### src/rtl/pmic_status_pkg.sv
// constants, field layout and helpers for the status and event-flag register bank
package pmic_status_pkg;

	// ------------------------------------------------------------------
	// types
	// ------------------------------------------------------------------
	typedef logic [7:0]  byte_t;
	typedef logic [39:0] status_word_t;

	// ------------------------------------------------------------------
	// register offsets
	// ------------------------------------------------------------------
	localparam byte_t ADDR_REVISION_IDENT      = 8'h00;
	localparam byte_t ADDR_THERMAL_CHARGE      = 8'h01;
	localparam byte_t ADDR_INPUT_SUPPLY        = 8'h02;
	localparam byte_t ADDR_SHUTDOWN_LOCKOUT    = 8'h03;
	localparam byte_t ADDR_REGULATOR_LIMIT     = 8'h04;
	localparam byte_t ADDR_BATTERY_STATE       = 8'h05;
	localparam byte_t ADDR_CHARGE_EVENT_FLAGS  = 8'h06;
	localparam byte_t ADDR_CHARGE_EVENT_MASK   = 8'h0A;

	// ------------------------------------------------------------------
	// field positions and codes
	// ------------------------------------------------------------------
	localparam int ZONE_LSB          = 3;
	localparam int CHG_STATE_LSB     = 0;
	localparam int EVT_ZONE_BIT      = 7;
	localparam int EVT_CHG_STATE_BIT = 6;
	// byte lanes of the sampled status word (thermal_charge_state at the bottom)
	localparam int LANE_THERMAL_CHARGE   = 0;
	localparam int LANE_INPUT_SUPPLY     = 8;
	localparam int LANE_SHUTDOWN_LOCKOUT = 16;
	localparam int LANE_REGULATOR_LIMIT  = 24;
	localparam int LANE_BATTERY_STATE    = 32;

	localparam logic [2:0] ZONE_MONITOR_OFF  = 3'b110;
	localparam logic [2:0] ZONE_INPUT_ABSENT = 3'b111;
	localparam logic [1:0] THM_ENABLE_OFF    = 2'b00;

	// ------------------------------------------------------------------
	// reset values
	// ------------------------------------------------------------------
	localparam byte_t        FLAGS_RESET   = 8'h00;
	localparam byte_t        MASK_RESET    = 8'h00;
	localparam byte_t        RDATA_RESET   = 8'h00;
	localparam status_word_t STATUS_RESET  = 40'h00_0000_0000;
	// arbitrary neutral value, not tied to any real part
	localparam byte_t        DEFAULT_HW_REVISION = 8'h01;

	// ------------------------------------------------------------------
	// helpers
	// ------------------------------------------------------------------
	function automatic logic [2:0] zone_code(input logic [2:0] band,
		input logic charge_in, input logic [1:0] chg_en, input logic [1:0] hrv_en);
		logic [2:0] code;
		code = band;
		if (charge_in && chg_en == THM_ENABLE_OFF)
			code = ZONE_MONITOR_OFF;
		else if (!charge_in && hrv_en == THM_ENABLE_OFF)
			code = (chg_en == THM_ENABLE_OFF) ? ZONE_MONITOR_OFF : ZONE_INPUT_ABSENT;
		return code;
	endfunction : zone_code

	function automatic byte_t watched_changes(input status_word_t old_w,
		input status_word_t new_w);
		byte_t chg;
		chg = new_w[LANE_INPUT_SUPPLY +: 8] ^ old_w[LANE_INPUT_SUPPLY +: 8];
		chg[EVT_ZONE_BIT] = new_w[ZONE_LSB +: 3] != old_w[ZONE_LSB +: 3];
		chg[EVT_CHG_STATE_BIT] = new_w[CHG_STATE_LSB +: 3] != old_w[CHG_STATE_LSB +: 3];
		return chg;
	endfunction : watched_changes

endpackage : pmic_status_pkg

### src/rtl/status_event_if.sv
// carrier for sampled status and change events between the bank's modules
`timescale 1ns/1ps
`default_nettype none

interface status_event_if;
	import pmic_status_pkg::*;

	status_word_t status_word;
	byte_t        change_evt;

	modport sampler (output status_word, output change_evt);
	modport monitor (input status_word, input change_evt);
endinterface : status_event_if

`default_nettype wire

### src/rtl/status_sampler.sv
// samples composed status into the clock domain and emits change events
`timescale 1ns/1ps
`default_nettype none

module status_sampler
	import pmic_status_pkg::*;
(
	// clock, reset, enable
	input  wire logic     i_ref_clk,
	input  wire logic     i_rst,
	input  wire logic     i_ce,
	// composed status
	input  wire logic [39:0] i_status_word,
	// sampled status and events
	status_event_if.sampler  evt_bus
);

	status_word_t status_reg,  status_next;
	byte_t        evt_reg,     evt_next;
	logic         primed_reg,  primed_next;

	always_comb begin
		status_next = status_reg;
		// a registered event waits out a freeze so the flag bank still applies it
		evt_next    = evt_reg;
		primed_next = primed_reg;
		if (i_ce) begin
			evt_next    = 8'h00;
			status_next = i_status_word;
			primed_next = 1'b1;
			// first sample after reset is not a change
			if (primed_reg)
				evt_next = watched_changes(status_reg, i_status_word);
		end
	end

	always_ff @(posedge i_ref_clk or posedge i_rst) begin
		if (i_rst) begin
			status_reg <= STATUS_RESET;
			evt_reg    <= 8'h00;
			primed_reg <= 1'b0;
		end else begin
			status_reg <= status_next;
			evt_reg    <= evt_next;
			primed_reg <= primed_next;
		end
	end

	assign evt_bus.status_word = status_reg;
	assign evt_bus.change_evt  = evt_reg;
endmodule : status_sampler

`default_nettype wire

### src/rtl/event_flag_bank.sv
// sticky change flags with write-one-to-clear and a mask register
`timescale 1ns/1ps
`default_nettype none

module event_flag_bank
	import pmic_status_pkg::*;
(
	// clock, reset, enable
	input  wire logic       i_ref_clk,
	input  wire logic       i_rst,
	input  wire logic       i_ce,
	// events
	status_event_if.monitor evt_bus,
	// software access
	input  wire logic       i_clear_wr,
	input  wire logic       i_mask_wr,
	input  wire logic [7:0] i_wdata,
	// state
	output logic      [7:0] o_flags,
	output logic      [7:0] o_mask
);

	byte_t flags_reg, flags_next;
	byte_t mask_reg,  mask_next;

	always_comb begin
		flags_next = flags_reg;
		mask_next  = mask_reg;
		if (i_ce) begin
			if (i_clear_wr)
				flags_next = flags_reg & ~i_wdata;
			// a set in the clearing cycle wins
			flags_next = flags_next | evt_bus.change_evt;
			if (i_mask_wr)
				mask_next = i_wdata;
		end
	end

	always_ff @(posedge i_ref_clk or posedge i_rst) begin
		if (i_rst) begin
			flags_reg <= FLAGS_RESET;
			mask_reg  <= MASK_RESET;
		end else begin
			flags_reg <= flags_next;
			mask_reg  <= mask_next;
		end
	end

	assign o_flags = flags_reg;
	assign o_mask  = mask_reg;
endmodule : event_flag_bank

`default_nettype wire

### src/rtl/pmic_status_interrupt_regs.sv
// status registers and first change-flag register of the power-management device
`timescale 1ns/1ps
`default_nettype none

module pmic_status_interrupt_regs
	import pmic_status_pkg::*;
#(
	parameter byte_t HW_REVISION = DEFAULT_HW_REVISION
)(
	// clock, reset, enable
	input  wire logic       i_ref_clk,
	input  wire logic       i_rst,
	input  wire logic       i_ce,
	// register port
	input  wire logic [7:0] i_reg_addr,
	input  wire logic       i_reg_rd,
	input  wire logic       i_reg_wr,
	input  wire logic [7:0] i_reg_wdata,
	output logic      [7:0] o_reg_rdata,
	output logic            o_reg_rvalid,
	// thermistor and charger
	input  wire logic [2:0] i_thermistor_band,
	input  wire logic       i_charge_input,
	input  wire logic [1:0] i_charge_thermistor_enable,
	input  wire logic [1:0] i_harvest_thermistor_enable,
	input  wire logic [2:0] i_charger_state,
	// input supply
	input  wire logic       i_input_current_limited,
	input  wire logic       i_input_overvoltage,
	input  wire logic       i_input_valid,
	input  wire logic       i_temp_profile_shutdown,
	input  wire logic       i_temp_profile_reduction,
	input  wire logic       i_charge_timeout,
	// shutdowns and lockouts
	input  wire logic       i_charger_thermal_shutdown,
	input  wire logic [3:0] i_linear_switch_thermal,
	input  wire logic       i_linreg2_undervoltage,
	input  wire logic       i_linreg1_undervoltage,
	// regulators and limits
	input  wire logic       i_buckboost_fault,
	input  wire logic       i_harvest_battery_compare,
	input  wire logic       i_system_rail_limit,
	input  wire logic       i_input_rail_limit,
	input  wire logic       i_step_charge_active,
	input  wire logic       i_buck_a_thermal_shutdown,
	input  wire logic       i_buck_b_thermal_shutdown,
	input  wire logic       i_buck_c_thermal_shutdown,
	// battery
	input  wire logic       i_battery_above_uvlo,
	input  wire logic       i_battery_regulation_reached,
	input  wire logic       i_boost_fault,
	// event summary
	output logic            o_charge_event_pending
);

	// ------------------------------------------------------------------
	// status composition
	// ------------------------------------------------------------------
	byte_t        thermal_charge_byte;
	byte_t        input_supply_byte;
	byte_t        shutdown_lockout_byte;
	byte_t        regulator_limit_byte;
	byte_t        battery_byte;
	status_word_t composed_word;
	logic [2:0]   zone_now;

	always_comb begin
		zone_now = zone_code(i_thermistor_band, i_charge_input,
			i_charge_thermistor_enable, i_harvest_thermistor_enable);
		thermal_charge_byte = {2'b00, zone_now, i_charger_state};
		// validity qualifiers are left to software; raw levels are reported
		input_supply_byte = {2'b00,
			i_input_current_limited,
			i_input_overvoltage,
			i_input_valid,
			i_temp_profile_shutdown,
			i_temp_profile_reduction,
			i_charge_timeout};
		shutdown_lockout_byte = {i_charger_thermal_shutdown, 1'b0,
			|i_linear_switch_thermal,
			i_linreg2_undervoltage,
			i_linreg1_undervoltage,
			3'b000};
		regulator_limit_byte = {i_buckboost_fault,
			i_harvest_battery_compare,
			i_system_rail_limit,
			i_input_rail_limit,
			i_step_charge_active,
			i_buck_a_thermal_shutdown,
			i_buck_b_thermal_shutdown,
			i_buck_c_thermal_shutdown};
		battery_byte = {i_battery_above_uvlo | ~i_charge_input,
			i_battery_regulation_reached,
			i_boost_fault,
			5'b00000};
		composed_word = {battery_byte, regulator_limit_byte, shutdown_lockout_byte,
			input_supply_byte, thermal_charge_byte};
	end

	// ------------------------------------------------------------------
	// sampling and flags
	// ------------------------------------------------------------------
	status_event_if evt_bus ();

	byte_t flags;
	byte_t mask;
	logic  clear_wr;
	logic  mask_wr;

	assign clear_wr = i_reg_wr && i_reg_addr == ADDR_CHARGE_EVENT_FLAGS;
	assign mask_wr  = i_reg_wr && i_reg_addr == ADDR_CHARGE_EVENT_MASK;

	status_sampler u_sampler (
		.i_ref_clk     (i_ref_clk),
		.i_rst         (i_rst),
		.i_ce          (i_ce),
		.i_status_word (composed_word),
		.evt_bus       (evt_bus.sampler)
	);

	event_flag_bank u_flags (
		.i_ref_clk  (i_ref_clk),
		.i_rst      (i_rst),
		.i_ce       (i_ce),
		.evt_bus    (evt_bus.monitor),
		.i_clear_wr (clear_wr),
		.i_mask_wr  (mask_wr),
		.i_wdata    (i_reg_wdata),
		.o_flags    (flags),
		.o_mask     (mask)
	);

	assign o_charge_event_pending = |(flags & mask);

	// ------------------------------------------------------------------
	// read path
	// ------------------------------------------------------------------
	byte_t rdata_reg,  rdata_next;
	logic  rvalid_reg, rvalid_next;
	byte_t read_mux;

	always_comb begin
		case (i_reg_addr)
			ADDR_REVISION_IDENT:     read_mux = HW_REVISION;
			ADDR_THERMAL_CHARGE:     read_mux = evt_bus.status_word[LANE_THERMAL_CHARGE +: 8];
			ADDR_INPUT_SUPPLY:       read_mux = evt_bus.status_word[LANE_INPUT_SUPPLY +: 8];
			ADDR_SHUTDOWN_LOCKOUT:   read_mux = evt_bus.status_word[LANE_SHUTDOWN_LOCKOUT +: 8];
			ADDR_REGULATOR_LIMIT:    read_mux = evt_bus.status_word[LANE_REGULATOR_LIMIT +: 8];
			ADDR_BATTERY_STATE:      read_mux = evt_bus.status_word[LANE_BATTERY_STATE +: 8];
			ADDR_CHARGE_EVENT_FLAGS: read_mux = flags;
			ADDR_CHARGE_EVENT_MASK:  read_mux = mask;
			default:                 read_mux = RDATA_RESET;
		endcase
	end

	always_comb begin
		rdata_next  = rdata_reg;
		rvalid_next = rvalid_reg;
		if (i_ce) begin
			rvalid_next = i_reg_rd;
			if (i_reg_rd)
				rdata_next = read_mux;
		end
	end

	always_ff @(posedge i_ref_clk or posedge i_rst) begin
		if (i_rst) begin
			rdata_reg  <= RDATA_RESET;
			rvalid_reg <= 1'b0;
		end else begin
			rdata_reg  <= rdata_next;
			rvalid_reg <= rvalid_next;
		end
	end

	assign o_reg_rdata  = rdata_reg;
	assign o_reg_rvalid = rvalid_reg;
endmodule : pmic_status_interrupt_regs

`default_nettype wire

### config.mk
export PLATFORM = sky130hd
export DESIGN_NAME = pmic_status_interrupt_regs
export DESIGN_NICKNAME = d
export VERILOG_FILES = /design/src/rtl/pmic_status_pkg.sv /design/src/rtl/status_event_if.sv /design/src/rtl/status_sampler.sv /design/src/rtl/event_flag_bank.sv /design/src/rtl/pmic_status_interrupt_regs.sv
export SDC_FILE = /design/constraint.sdc
export NUM_CORES = 1
export LEC_CHECK = 0
export ABC_AREA = 0
export BUFFER_PORTS_ARGS = -buffer_cell sky130_fd_sc_hd__buf_2
export CORE_MARGIN = 1
export CORE_UTILIZATION = 44
export CTS_BUF_LIST = sky130_fd_sc_hd__clkbuf_8
export CTS_CLUSTER_DIAMETER = 120
export DETAILED_ROUTE_END_ITERATION = 7
export PLACE_DENSITY_LB_ADDON = 0.15
export SLEW_MARGIN = 20
export SYNTH_ARGS = -nofsm -noshare
export SYNTH_HDL_FRONTEND = slang
export SYNTH_SLANG_ARGS = --single-unit
export TNS_END_PERCENT = 1
### constraint.sdc
create_clock -name i_ref_clk -period 1.85 [get_ports i_ref_clk]
set_clock_uncertainty 0.05 [all_clocks]
set_input_delay 0.185 -clock i_ref_clk [delete_from_list [all_inputs] [get_ports i_ref_clk]]
set_output_delay 0.185 -clock i_ref_clk [all_outputs]
set_load 0.005 [all_outputs]
==> results.md <==
- Run status: finished, violations left
- Failing checks: design-rule violations
- DRC viols: 7
- Synth warn: 0
- Fin crit share: 0.797
- First-pass GRT wire length: 11,200 µm
- Static leakage: 1.69 nW
- Synth area leader: dfrtp_1
- Synth top area share: 0.509
- Buf+Inv Stages, Crit Path: 1
- Total gr overflow: 0
- Io pins: 66
- Worst VDD drop: 0.445 mV
- Clk slew on worst S/H paths: 0.06 ns
- Final min period: 1.47 ns
- Post-synthesis compound-gate area fraction: 0.160
- Clock Path Buffers: 2
- Die height: 84.6 µm
- Max-slew headroom: 0.689
- Num Clock Sinks: 61
- Placed cells: 402
- Final instance area: 3630 µm²
- Final Slew Violations: 0
- Initial antenna violation count: 0
- Top cells by area, synth: dfrtp_1 (51%), mux2_2 (12%), mux2i_1 (3.0%), a22o_1 (2.9%), nand2_1 (2.9%)
- Largest family of logic cells by synthesized area: compound AO/OA/AOI/OAI gates
- Worst Setup End Kind: output pin
- CP max stage delay: 0.42 ns
- WP data required: 1.62 ns
- Multi-input gate area: 1380 µm²
- Synth async-reset ratio: 1.00
- Xor and xnor area share after synthesis: 0.0321
- CTS tree: built
- Filler Cells Inserted: 584
- Post-Route WL: 6790 µm
- Syn Inst Count: 266
- Vias: 2,328
- Most frequent cell after synthesis: dfrtp_1
- Post-synth EDFFs: 0
- # nets final: 393
- Remaining antenna violation count: 0
- Share of layout cells above drive strength 1: 0.365
- Slowest cell on the critical path: dfrtp_1
- H-tree level count: 3
- Final setup viols: 0
- CP Data Arrival Time: 1.24 ns
- Synthesized Nets: 322
- Critical path startpoint category: flip-flop
- RSZ-0062 raised after global routing: no
- DP Wirelength: 4930 µm
- Max_cap viols: 0
- Register Area: 1530 µm²
- Worst-Margin Slew: 0.463 ns
- Root buffer selected by CTS: clkbuf_8
- Std-Cell Rows: 29
- Largest register FFs: 27
- Non-Filler Instances: 419
- Min-delay worst type: in -> reg
- Finished Core Util: 0.562
- PwrDens: 811 nW/µm²
- Final Hold Viols: 0
- Number of I/O port buffers: 65
- Cell family with most CP delay: flip-flops
- Post-place instance area: 3450 µm²
- Overall routing resource usage: 0.207
- Sequential-to-total area share from yosys stat: 0.509
- Synthesized area: 3000 µm²
- Syn Area/Cell: 11.3 µm²
- Commonest cells post-synth: dfrtp_1 (61), mux2_2 (33), nand2_1 (23)
- Iter 0 DRT Violations: 171
- Post-Synth Adder-Cell Area: 0
- Setup TNS Final: 0 ns
- Unique masters post-synth: 48
- Ant. Diodes: 0
- Placer Congestion: 0.877
- Vias in the first global route: 2,315
- Initial DRT Pass Iterations: 7
- CORE AREA: 6460 µm²
- Die area: 7160 µm²
- Mux cell area share after synthesis: 0.154
- P&R area growth vs syn: 20.9%
- Fraction of the mapped netlist area in simple logic gates: 0.113
- Fmax: 678 MHz
- Critical path type: reg -> out
- Crit path max fanout: 3
- WL/cell: 16.2 µm
- TritonCTS buffer count: 9
- Avg Vias per Cell: 5.56
- Die W: 84.6 µm
- Synth Flop Type: dfrtp_1
- Largest net degree at the start of global routing: 62
- #FFs+latches synth: 61
- Worst path cell trace: a22oi_1 > nand4_1 > buf_2
- Worst-skew pair later-pin latency: 0.33 ns
- Starting Density: 0.465
logic make-up (layout without fill, tap and decap cells):
kind of cell / Yosys count / count (layout)
compound gates: 68 / 68
xor+xnor: 11 / 11
buf+inv: 25 / 101
flops: 61 / 61
mux: 42 / 42
simple gates: 59 / 59
layout by cell type, fill, tap and decap left out, types with 2 or more instances in the layout:
| cell | count |
|---|---|
| nand3b_1 | 3 |
| buf_4 | 5 |
| nor2_1 | 9 |
| a21oi_1 | 10 |
| buf_12 | 2 |
| o2bb2ai_1 | 2 |
| mux2_2 | 33 |
| xnor2_1 | 8 |
| nor4_1 | 2 |
| nand2b_1 | 3 |
| o21ai_0 | 10 |
| a31oi_1 | 2 |
| xor2_1 | 3 |
| nor2b_1 | 5 |
| dfrtp_1 | 61 |
| inv_1 | 15 |
| a32oi_1 | 2 |
| nor3_1 | 4 |
| a22oi_1 | 4 |
| mux2i_1 | 9 |
| nand2_1 | 23 |
| clkbuf_8 | 11 |
| a2bb2oi_1 | 4 |
| buf_2 | 65 |
| a22o_1 | 10 |
| o22ai_1 | 9 |
| o31ai_1 | 2 |
| and3b_1 | 2 |
worst paths after layout:
kind	start	endpoint	slack, ns	cells after the start
min reg2reg	o_reg_rdata[1]	o_reg_rdata[1]	0.43	2
min	i_charger_thermal_shutdown	u_sampler.evt_bus.status_word[23]	0.03	2
max in group asynchronous	i_rst	u_flags.o_flags[1]	1.08	4
min in group asynchronous	i_rst	u_sampler.evt_bus.status_word[39]	0.40	4
max reg2reg	u_flags.o_flags[0]	o_reg_rdata[0]	0.45	4
max	u_flags.o_flags[5]	o_charge_event_pending	0.38	3
cell type report:
cell class | count | area share
inverters | 12 | 0.0124
repair buffers | 73 | 0.114
clock inverters | 5 | 0.00552
well taps | 77 | 0.0266
multi-input cells | 180 | 0.379
clock buffers | 11 | 0.0417
flip-flops and latches | 61 | 0.421
power by group:
part | total, mW | internal (mW) | switching [mW]
clock network | 1.02 | 0.538 | 0.486
logic | 0.425 | 0.213 | 0.211
registers | 1.49 | 1.43 | 0.0655
total | 2.94 | 2.18 | 0.763
routing by layer:
metal | track usage | vias up | share of wire
met5 | 0 | - | 0
met4 | 0.0847 | 0 | 0.022
met3 | 0.0570 | 10 | 0.061
met2 | 0.310 | 88 | 0.45
met1 | 0.284 | 1117 | 0.47
li1 | - | 1113 | -
timing repair:
action / in CTS / in global routing
hold buffers: 1 / 0
setup buffers: 0 / 0
hold endpoints to repair: 61 / 0
resized for setup: 0 / 0
stage by stage:
| step | hold WS [ns] | total power, mW | setup slack (ns) |
|---|---|---|---|
| 6_report | 0.0310 | 2.94 | 0.375 |
| 5_1_grt | 0.0173 | 3.09 | 0.271 |
| 4_1_cts | 0.0188 | 2.97 | 0.355 |
| 3_5_place_dp | 0.225 | 1.94 | 0.0805 |
| 3_3_place_gp | 0.221 | 1.94 | 0.108 |
| 2_1_floorplan | 0.256 | 1.77 | 0.102 |
(Power assumes the default switching activity.)
